### src/hw/tfad_pkg.sv
/*
  Constants for the task-file access decoder: pin bit positions in the
  synchroniser vector, register addresses, status bit positions, reset values.
  Assumes one 50 MHz clock and an asynchronous active-low reset.
*/
// Function
// [RL1] Cylinder High read when idle returns stored value
// [RL2] Busy: reads give Status, writes are dropped
// [RL3] Device/Head write when idle updates, reselects device
// [RL4] Write during data request is dropped as fault
// [RL5] Device/Head read when idle returns stored value
// [RL6] Command write when idle loads, starts, clears pending
// [RL7] Busy/DRQ: command dropped unless device reset supported
// [RL8] Status read always returns Status, clears pending (here zero, pending kept, when Device 0 answers for absent Device 1)
// [RL9] Both chip selects asserted without DMACK: ignore strobe
// [RL10] DMA strobe with DMARQ released/negated idle: ignore
// [RL11] One trailing strobe ends a Multiword DMA burst
// [RL12] DMA strobe with DMARQ, busy or DRQ moves word
// [RL13] Chip select during DMACK: strobe ignored
// [RL14] Selected only when DEV bit equals own number
// [RL15] Device 0 takes Device Control for absent Device 1
// [RL16] Data address with DRQ moves one PIO word
// [RL17] Error/Features read returns Error, not Features
package tfad_pkg;
  // Positions inside the synchronised pin vector
  localparam int TFAD_B_CS0 = 23;
  localparam int TFAD_B_CS1 = 22;
  localparam int TFAD_B_DA = 19;
  localparam int TFAD_B_DIOR = 18;
  localparam int TFAD_B_DIOW = 17;
  localparam int TFAD_B_DMACK = 16;
  // Pins idle: every active-low strobe negated
  localparam logic [23:0] TFAD_SYNC_RST = 24'hFFFFFF;
  // Register addresses (DA2..DA0)
  localparam logic [2:0] TFAD_A_DATA = 3'h0;
  localparam logic [2:0] TFAD_A_ERRFEAT = 3'h1;
  localparam logic [2:0] TFAD_A_CYLHI = 3'h5;
  localparam logic [2:0] TFAD_A_DEVHEAD = 3'h6;
  localparam logic [2:0] TFAD_A_CMDSTAT = 3'h7;
  localparam logic [2:0] TFAD_A_DEVCTL = 3'h6;
  // Bit positions
  localparam int TFAD_ST_BSY = 7;
  localparam int TFAD_ST_DRQ = 3;
  localparam int TFAD_DH_DEV = 4;
  localparam int TFAD_DC_SRST = 2;
  localparam int TFAD_DC_NIEN = 1;
  // Command code of DEVICE RESET
  localparam logic [7:0] TFAD_CMD_DEVRST = 8'h08;
  // Reset values
  localparam logic [7:0] TFAD_REG_RST = 8'h00;
  localparam logic [15:0] TFAD_ZERO_WORD = 16'h0000;
endpackage

### src/hw/tfad_decode.sv
/*
  Task-file access decoder: samples host chip selects, address and strobes,
  and turns them into register actions, PIO and Multiword DMA word moves.
  Assumes the device core supplies Status, Error, DMARQ state and data words
  on the same clock, and that the bench resolves the data bus from dd_oe_n.
*/
`timescale 1ns/1ps
module tfad_decode
  import tfad_pkg::*;
(
  // Clock and reset
  input wire logic clock,
  input wire logic rst_n,
  // Host pins, asynchronous
  input wire logic cs0_n,
  input wire logic cs1_n,
  input wire logic [2:0] da,
  input wire logic dior_n,
  input wire logic diow_n,
  input wire logic dmack_n,
  input wire logic [15:0] dd_in,
  output logic [15:0] dd_out,
  output logic dd_oe_n,
  // Device core state
  input wire logic [7:0] status_in,
  input wire logic [7:0] error_in,
  input wire logic dmarq_on,
  input wire logic dmarq_released,
  input wire logic [15:0] rd_word,
  input wire logic int_req,
  // Configuration
  input wire logic dev_num,
  input wire logic dev1_absent,
  input wire logic devrst_supported,
  // Register contents
  output logic [7:0] cyl_high,
  output logic [7:0] dev_head,
  output logic [7:0] features,
  output logic [7:0] command,
  output logic nien,
  output logic srst,
  output logic selected,
  output logic int_pending,
  // Event pulses and written word
  output logic cmd_start,
  output logic pio_rd,
  output logic pio_wr,
  output logic dma_rd,
  output logic dma_wr,
  output logic host_fault,
  output logic [15:0] wr_word
);

  typedef struct packed {
    logic [23:0] sy1;      // First synchroniser stage
    logic [23:0] sy2;      // Second stage, the only one logic reads
    logic dior_q;          // Previous synced DIOR-
    logic diow_q;          // Previous synced DIOW-
    logic [7:0] cyl_high;
    logic [7:0] dev_head;
    logic [7:0] features;
    logic [7:0] command;
    logic nien;
    logic srst;
    logic selected;
    logic int_pend;
    logic burst;           // A DMA word moved with DMARQ asserted since DMACK- asserted; the trailing word clears it
    logic oe_n;
    logic [15:0] dout;
    logic cmd_start;
    logic pio_rd;
    logic pio_wr;
    logic dma_rd;
    logic dma_wr;
    logic fault;
    logic [15:0] wword;
  } tfad_st_t;

  tfad_st_t st_r;
  tfad_st_t st_nxt;

  // Decoded views of the synchronised pins
  logic bsy, drq, rd_ev, wr_ev, ev, cb, ctl, both_cs, dmack, resp1, idle;
  logic [2:0] a;
  logic [15:0] din;

  // Strobe edges: read acts on assertion, write on release when data is stable
  always_comb
  begin
    bsy = status_in[TFAD_ST_BSY];
    drq = status_in[TFAD_ST_DRQ];
    idle = !bsy && !drq;
    a = st_r.sy2[TFAD_B_DA +: 3];
    din = st_r.sy2[15:0];
    dmack = !st_r.sy2[TFAD_B_DMACK];
    cb = !st_r.sy2[TFAD_B_CS0] && st_r.sy2[TFAD_B_CS1];
    ctl = st_r.sy2[TFAD_B_CS0] && !st_r.sy2[TFAD_B_CS1];
    both_cs = !st_r.sy2[TFAD_B_CS0] && !st_r.sy2[TFAD_B_CS1];
    rd_ev = !st_r.sy2[TFAD_B_DIOR] && st_r.dior_q;
    wr_ev = st_r.sy2[TFAD_B_DIOW] && !st_r.diow_q;
    ev = rd_ev || wr_ev;
    // Device 0 stands in for an absent Device 1
    resp1 = dev1_absent && !dev_num && st_r.dev_head[TFAD_DH_DEV];
  end

  // Next-state logic
  always_comb
  begin
    st_nxt = st_r;
    st_nxt.sy1 = {cs0_n, cs1_n, da, dior_n, diow_n, dmack_n, dd_in};
    st_nxt.sy2 = st_r.sy1;
    st_nxt.dior_q = st_r.sy2[TFAD_B_DIOR];
    st_nxt.diow_q = st_r.sy2[TFAD_B_DIOW];
    st_nxt.cmd_start = 1'b0;
    st_nxt.pio_rd = 1'b0;
    st_nxt.pio_wr = 1'b0;
    st_nxt.dma_rd = 1'b0;
    st_nxt.dma_wr = 1'b0;
    st_nxt.fault = 1'b0;
    st_nxt.selected = (st_r.dev_head[TFAD_DH_DEV] == dev_num); // [RL14]
    // Bus is released the cycle after the synchronised DIOR- shows the host has let it go
    if (st_r.sy2[TFAD_B_DIOR])
    begin
      st_nxt.oe_n = 1'b1;
    end
    if (!dmack)
    begin
      st_nxt.burst = 1'b0;
    end
    if (dmack)
    begin
      // DMA window: chip selects must stay negated
      if (ev && !cb && !ctl && !both_cs)
      begin
        if (dmarq_on && !dmarq_released && (bsy || drq)) // [RL12]
        begin
          st_nxt.dma_rd = rd_ev;
          st_nxt.dma_wr = wr_ev;
          st_nxt.burst = 1'b1;
          st_nxt.wword = din;
          if (rd_ev)
          begin
            st_nxt.dout = rd_word;
            st_nxt.oe_n = 1'b0;
          end
        end
        else if (!dmarq_on && !dmarq_released && (bsy || drq) && st_r.burst) // [RL11]
        begin
          // Final word of the burst; a further strobe is a fault
          st_nxt.dma_rd = rd_ev;
          st_nxt.dma_wr = wr_ev;
          st_nxt.burst = 1'b0;
          st_nxt.wword = din;
          if (rd_ev)
          begin
            st_nxt.dout = rd_word;
            st_nxt.oe_n = 1'b0;
          end
        end
        else
        begin
          st_nxt.fault = 1'b1; // [RL10]
        end
      end
      else if (ev)
      begin
        st_nxt.fault = 1'b1; // [RL13]
      end
    end
    else if (ev && both_cs)
    begin
      // Both selects asserted: nothing happens at all [RL9]
    end
    else if (ev && cb && (st_r.selected || resp1))
    begin
      if (rd_ev)
      begin
        st_nxt.oe_n = 1'b0;
        if (resp1 && !st_r.selected)
        begin
          st_nxt.dout = TFAD_ZERO_WORD;
        end
        else if (a == TFAD_A_CMDSTAT)
        begin
          st_nxt.dout = {8'h00, status_in}; // [RL8]
          st_nxt.int_pend = 1'b0;
        end
        else if (bsy)
        begin
          st_nxt.dout = {8'h00, status_in}; // [RL2]
        end
        else
        begin
          unique case (a)
            TFAD_A_DATA:
            begin
              if (drq)
              begin
                st_nxt.dout = rd_word; // [RL16]
                st_nxt.pio_rd = 1'b1;
              end
              else
              begin
                st_nxt.dout = TFAD_ZERO_WORD;
              end
            end
            TFAD_A_ERRFEAT: st_nxt.dout = {8'h00, error_in}; // [RL17]
            TFAD_A_CYLHI: st_nxt.dout = {8'h00, st_r.cyl_high}; // [RL1]
            TFAD_A_DEVHEAD: st_nxt.dout = {8'h00, st_r.dev_head}; // [RL5]
            default: st_nxt.dout = TFAD_ZERO_WORD; // Other registers live elsewhere
          endcase
        end
      end
      else if (a == TFAD_A_CMDSTAT)
      begin
        if (st_r.selected && (idle || (devrst_supported
            && din[7:0] == TFAD_CMD_DEVRST))) // [RL6] [RL7]
        begin
          st_nxt.command = din[7:0];
          st_nxt.cmd_start = 1'b1;
          st_nxt.int_pend = 1'b0;
        end
        else if (!bsy && drq)
        begin
          st_nxt.fault = 1'b1; // [RL4]
        end
      end
      else if (bsy)
      begin
        // Busy: the write is dropped [RL2]
      end
      else if (a == TFAD_A_DATA)
      begin
        if (drq)
        begin
          st_nxt.pio_wr = 1'b1; // [RL16]
          st_nxt.wword = din;
        end
      end
      else if (drq)
      begin
        st_nxt.fault = 1'b1; // [RL4]
      end
      else
      begin
        unique case (a)
          TFAD_A_ERRFEAT: st_nxt.features = din[7:0];
          TFAD_A_CYLHI: st_nxt.cyl_high = din[7:0];
          TFAD_A_DEVHEAD: st_nxt.dev_head = din[7:0]; // [RL3]
          default: st_nxt.wword = st_r.wword; // Other registers live elsewhere
        endcase
      end
    end
    else if (ev && cb && wr_ev && a == TFAD_A_DEVHEAD && idle)
    begin
      // Unselected device still follows the DEV bit to reselect itself
      st_nxt.dev_head = din[7:0]; // [RL3]
    end
    else if (ev && ctl && a == TFAD_A_DEVCTL && (st_r.selected || resp1))
    begin
      if (wr_ev)
      begin
        st_nxt.nien = din[TFAD_DC_NIEN]; // [RL15]
        st_nxt.srst = din[TFAD_DC_SRST];
      end
      else
      begin
        st_nxt.oe_n = 1'b0;
        st_nxt.dout = st_r.selected ? {8'h00, status_in} : TFAD_ZERO_WORD;
      end
    end
    // A new interrupt wins over a clear in the same cycle
    if (int_req)
    begin
      st_nxt.int_pend = 1'b1;
    end
  end

  // State register; synchronisers reset to the idle pin level
  always_ff @(posedge clock or negedge rst_n)
  begin
    if (!rst_n)
    begin
      st_r <= '0;
      st_r.sy1 <= TFAD_SYNC_RST;
      st_r.sy2 <= TFAD_SYNC_RST;
      st_r.dior_q <= 1'b1;
      st_r.diow_q <= 1'b1;
      st_r.oe_n <= 1'b1;
      st_r.dev_head <= TFAD_REG_RST;
      st_r.selected <= 1'b0;
    end
    else
    begin
      st_r <= st_nxt;
    end
  end

  // Outputs straight from the state register
  assign dd_out = st_r.dout;
  assign dd_oe_n = st_r.oe_n;
  assign cyl_high = st_r.cyl_high;
  assign dev_head = st_r.dev_head;
  assign features = st_r.features;
  assign command = st_r.command;
  assign nien = st_r.nien;
  assign srst = st_r.srst;
  assign selected = st_r.selected;
  assign int_pending = st_r.int_pend;
  assign cmd_start = st_r.cmd_start;
  assign pio_rd = st_r.pio_rd;
  assign pio_wr = st_r.pio_wr;
  assign dma_rd = st_r.dma_rd;
  assign dma_wr = st_r.dma_wr;
  assign host_fault = st_r.fault;
  assign wr_word = st_r.wword;

  // Checks on the decoded behaviour
  logic sel_cb;
  assign sel_cb = !dmack && cb && st_r.selected;

  property p_cylhi_rd;
    @(posedge clock) disable iff (!rst_n)
    rd_ev && sel_cb && !bsy && a == TFAD_A_CYLHI |=> dd_out[7:0] == $past(st_r.cyl_high);
  endproperty
  a_cylhi_rd: assert property (p_cylhi_rd) else $error("cyl high read wrong"); // [RL1]

  property p_busy_rd;
    @(posedge clock) disable iff (!rst_n)
    rd_ev && sel_cb && bsy |=> dd_out[7:0] == $past(status_in) && !dd_oe_n;
  endproperty
  a_busy_rd: assert property (p_busy_rd) else $error("busy read not status"); // [RL2]

  property p_dh_wr;
    @(posedge clock) disable iff (!rst_n)
    wr_ev && sel_cb && idle && a == TFAD_A_DEVHEAD
      |=> dev_head == $past(din[7:0]) ##1 selected == (dev_head[TFAD_DH_DEV] == dev_num);
  endproperty
  a_dh_wr: assert property (p_dh_wr) else $error("device/head write lost"); // [RL3] [RL14]

  property p_drq_wr;
    @(posedge clock) disable iff (!rst_n)
    wr_ev && sel_cb && !bsy && drq && a != TFAD_A_DATA
      && !(devrst_supported && a == TFAD_A_CMDSTAT && din[7:0] == TFAD_CMD_DEVRST)
      |=> host_fault && $stable(cyl_high);
  endproperty
  a_drq_wr: assert property (p_drq_wr) else $error("drq write not dropped"); // [RL4]

  property p_cmd_wr;
    @(posedge clock) disable iff (!rst_n)
    wr_ev && sel_cb && idle && a == TFAD_A_CMDSTAT && !int_req
      |=> cmd_start && !int_pending ##1 !cmd_start;
  endproperty
  a_cmd_wr: assert property (p_cmd_wr) else $error("command not started"); // [RL6]

  property p_stat_rd;
    @(posedge clock) disable iff (!rst_n)
    rd_ev && sel_cb && a == TFAD_A_CMDSTAT && !int_req
      |=> !int_pending && dd_out[7:0] == $past(status_in);
  endproperty
  a_stat_rd: assert property (p_stat_rd) else $error("status read wrong"); // [RL8]

  property p_both_cs;
    @(posedge clock) disable iff (!rst_n)
    ev && !dmack && both_cs |=> !cmd_start && !pio_rd && !pio_wr && $stable(dev_head);
  endproperty
  a_both_cs: assert property (p_both_cs) else $error("both selects acted"); // [RL9]

  property p_dma_word;
    @(posedge clock) disable iff (!rst_n)
    ev && dmack && !cb && !ctl && !both_cs && dmarq_on && !dmarq_released && (bsy || drq)
      |=> (dma_rd || dma_wr) ##1 !dma_rd && !dma_wr;
  endproperty
  a_dma_word: assert property (p_dma_word) else $error("dma word not moved"); // [RL12]

  property p_dma_cs;
    @(posedge clock) disable iff (!rst_n)
    ev && dmack && (cb || ctl || both_cs) |=> !dma_rd && !dma_wr && host_fault;
  endproperty
  a_dma_cs: assert property (p_dma_cs) else $error("dma strobe with select"); // [RL13]

  property p_dma_idle;
    @(posedge clock) disable iff (!rst_n)
    ev && dmack && !cb && !ctl && !both_cs && (dmarq_released || (!dmarq_on && idle))
      |=> !dma_rd && !dma_wr;
  endproperty
  a_dma_idle: assert property (p_dma_idle) else $error("ignored dma strobe moved"); // [RL10]

endmodule // tfad_decode

### config.mk
export PLATFORM = sky130hd
export DESIGN_NAME = tfad_decode
export DESIGN_NICKNAME = d
export VERILOG_FILES = /design/src/hw/tfad_pkg.sv /design/src/hw/tfad_decode.sv
export SDC_FILE = /design/constraint.sdc
export NUM_CORES = 1
export LEC_CHECK = 0
export ABC_AREA = 1
export CAP_MARGIN = 30
export CORE_ASPECT_RATIO = 0.5
export CORE_MARGIN = 2
export CORE_UTILIZATION = 35
export CTS_BUF_LIST = sky130_fd_sc_hd__clkbuf_2
export DETAILED_ROUTE_END_ITERATION = 10
export DONT_BUFFER_PORTS = 1
export GPL_TIMING_DRIVEN = 0
export HOLD_SLACK_MARGIN = 0.05
export PLACE_DENSITY_LB_ADDON = 0.25
export SLEW_MARGIN = 30
export SYNTH_ARGS = -nofsm -noshare
export SYNTH_HDL_FRONTEND = slang
export SYNTH_SLANG_ARGS = --single-unit
### constraint.sdc
create_clock -name clock -period 1.6 [get_ports clock]
set_input_delay 0.08 -clock clock [delete_from_list [all_inputs] [get_ports clock]]
set_output_delay 0.08 -clock clock [all_outputs]
set_load 0.01 [all_outputs]
==> results <==
- The number of nets in the synthesized netlist is 750.
- In the routed layout, each cell is associated on average with a via count of 4.770.
- Of the available clock period, the critical path in the final layout requires 113.6%.
- The clock tree buffer depth is 2.
- The cell with the most instances after synthesis is nand2_1.
- The number of max-capacitance violations reported is 0.
- The DRC violations left is 0.
- The analysis attributes to cell leakage a power of about 4.2 nW.
- IR analysis of the VDD net gives a maximum drop of 0.7300 mV.
- Summing all multi-input logic gate instances after layout gives between 0.002 and 0.003 sq mm.
- The post-route cell area is between 0.008 and 0.009 sq mm.
- The die is about 190 um wide.
- After floorplanning, the core was divided into 33 placement rows.
- The setup slack after layout is -0.2172 ns.
- The area enclosed by the die boundary is 0.01850 sq mm.
- The arrival time reported for the critical path endpoint is roughly 2.4 ns.
- The endpoint type of the worst setup path is a register.
- After layout, the minimum clock period comes to 1.817 ns.
- Summed over all layers, the global routing overflow is 0.
- The final reports fail on hold timing, setup timing.
- Fill cells in the final layout number 1,501.
- The placeable core area is 0.01668 sq mm.
- The post-route clock skew is 0.05133 ns.
- Based on the critical path, the design can be clocked at up to 550.3 MHz.
- The cell area after placement is 0.006474 sq mm.
- During synthesis, Yosys emitted a total of 0 warnings.
- CTS placed an instance of clkbuf_2 at the clock tree root.
- The power per standard cell area is 746.9 mW/mm^2.
- The number of buffers added on ports is 0.
- The area growth from synthesis to layout is 43.98%.
- The required time at the endpoint of the critical path is 2.23 ns.
- The synthesized design devotes to its leading area cell type between 30 and 40% of total area.
- The number of antenna violations at the first check in global routing is 0.
- For this configuration, the core starts out at a cell density of a little over a third.
- The min-delay analysis places its worst path in the category in2async.
- The async set-reset flop share out of synthesis is 100.0%.
- Walking the worst path, the cells encountered are nand2_4, inv_2, clkbuf_1, o21ai_0, a21oi_1, nand3_1, nand3_2.
- The maximum number of pins on one net before global-route repair is roughly 130.
- The clock tree from TritonCTS is yes.
- Clock tree synthesis inserted a total of 17 buffers.
- The H-tree level count is 4.
- The number of standard cells after synthesis is between 600 and 700.
- The count of nets left with antenna violations once routing finished came out at 0.
- The count of final setup violators is just under 70.
- Measured along the y axis, the die boundary spans 97.20 um.
- The largest driver fanout on the critical path is 10.
- Summing the sequential cell areas from Yosys gives 52.91% of the chip area.
- In the synthesized netlist, the cells that appear most often are nand2_1, dfrtp_1, buf_4.
- The biggest area contributor in the post-synthesis netlist is dfrtp_1.
- The count of final max-slew check failures is 0.
- The kind of launch point of the worst setup path is a register.
- After clock tree synthesis, the clock-pin slew on the worst setup and hold paths is around 0.23 ns.
- The number of sinks handled by clock tree synthesis is 126.
- The total via count after detailed routing is 5,190.
- The kind of cell adding the most delay to the critical path is buffers and inverters.
- For this design the top-level I/O count stands at 139.
- The clock reaches the later pin of the worst-skew pair after ~0.70 ns.
- The number of flops mapped to enable cells by yosys is 0.
- A synthesized cell averages 8.862 sq um.
- The number of diodes added for antenna fixing is 0.
- Global routing used 18.92% of the available tracks.
- The total wire length is about 18,000 um.
- The netlist uses 37 different library cells.
- The headroom to the max-slew limit is 67.65%.
- The number of DRC violations after detailed-routing iteration 0 is between 300 and 400.
- Sorting the synthesized cells by area gives the leading types as dfrtp_1, dfstp_2, nand2_1.
- Setup repair after global routing could not meet its margin everywhere.
- The first global-routing pass estimated 27,100 um of wire.
- The pre-antenna-repair detailed-routing pass consisted of 6 iterations.
- The slowest stage of the critical path is the dfstp_2 cell.
- Dividing the detail-routed wire length by the instance count gives 16.39 um.
- The slew of the pin with the lowest slew margin is 0.4853 ns.
- The final-report hold violation count is 126.
- The worst hold slack is -0.9564 ns.
- Of the cells placed in the final design, the portion with a size suffix greater than 1 is 43.21%.
- The predominant post-synthesis flop cell is dfrtp_1.
- The wire-length estimate of the detail-placed layout is 11,220 um.
- Counting flops and latches in the post-synthesis netlist gives around 130.
- The combined area of all synthesized cells is 0.006080 sq mm.
- The area taken by flip-flops and latches is 0.003218 sq mm.
- After the last flow step, the layout net total stands at 912.
- The congestion estimate from routability-driven global placement came to 0.8606.
- On the worst path, the slowest cell contributes a delay of 0.58 ns.
- The run finished, with violations left.
- By startpoint and endpoint, the worst setup path is classified as reg2reg.
- The number of global-route vias before repair came to 5,192.
- Counting both buffers and inverters, the worst setup path holds a total of 2.
## power breakdown
| part | switching [mW] | internal [mW] |
|---|---|---|
| Clock | 1.34 | 0.601 |
| Combinational | 0.534 | 0.547 |
| Sequential | 0.118 | 3.40 |
| Total | 1.99 | 4.55 |
## layout by cell type (no fill, tap or decap), types with 12 or more instances in the layout
cell type,count
nand2_1,137
o21ai_1,12
dfstp_2,51
nor2_1,23
nand2_4,22
nand4_1,18
nand2_2,46
dlygate4sd3_1,89
o21ai_2,19
clkbuf_2,22
buf_4,97
nand3_1,53
dfrtp_1,74
buf_6,21
o21ai_0,14
inv_1,31
## layout make-up
class	instances	area share [%]
clock inverters	14	1.544
flip-flops and latches	126	36.76
multi-input cells	429	30.36
well taps	227	3.245
inverters	45	2.501
clock buffers	18	1.029
plain buffers	84	7.576
repair buffers	145	16.98
## final timing paths
kind,startpoint,to,slack (ns),cells after the start
setup / recovery,st_r[77],dd_out[9],-0.22,7
hold / removal,rst_n,command[0],-0.96,0
setup reg to reg,st_r[77],dd_out[9],-0.22,7
hold reg to reg,st_nxt[96],st_nxt[77],0.37,0
max in group asynchronous,rst_n,dd_oe_n,2.22,0
min in group clock,rd_word[4],dd_out[4],0.17,3
## repair_timing
item / 4_1_cts / 5_1_grt
cloned: 3 / 2
resized for setup: 87 / 116
hold buffers: 88 / 1
pin swaps: 23 / 27
setup buffers: 38 / 13
hold endpoints to repair: 224 / 127
setup endpoints to repair: 71 / 72
## per-stage QoR
step	setup TNS (ns)	total power [mW]	util [%]	setup slack, ns	std cells
after floorplan	-0.9731	4.033	-	-0.05649	686
after detailed placement	-20.39	4.174	38.81	-0.4427	913
after global routing	-14.67	6.883	52.48	-0.2925	1088
final	-9.380	6.538	52.48	-0.2172	1088
after global placement	-18.93	4.165	38.81	-0.4311	913
after CTS	-6.466	6.463	49.35	-0.1766	1074
## registers in the layout, indices dropped and copies added (netlist names), 3 cells and up
signal and count:
st_nxt 26, cyl_high 8, dev_head 8, wr_word 16, dd_out 16, din 16
a 3, st_r 6, features 8, command 8
## routing by layer
metal | routed length [um] | GRT usage (%)
met1 | 7912 | 24.37
met2 | 8742 | 30.80
met3 | 877 | 4.875
met4 | 299 | 6.679
met5 | 0 | 0
## cells by family (layout without fill, tap and decap cells)
group,count (synthesis),count (layout),synth area share (%)
AND/OR/NAND/NOR,357,357,26.90
flip-flops,126,126,52.91
buffers and inverters,131,306,12.74
AO/OA/AOI/OAI,71,71,7.306
XOR/XNOR,1,1,0.1441
(Power assumes the default switching activity.)
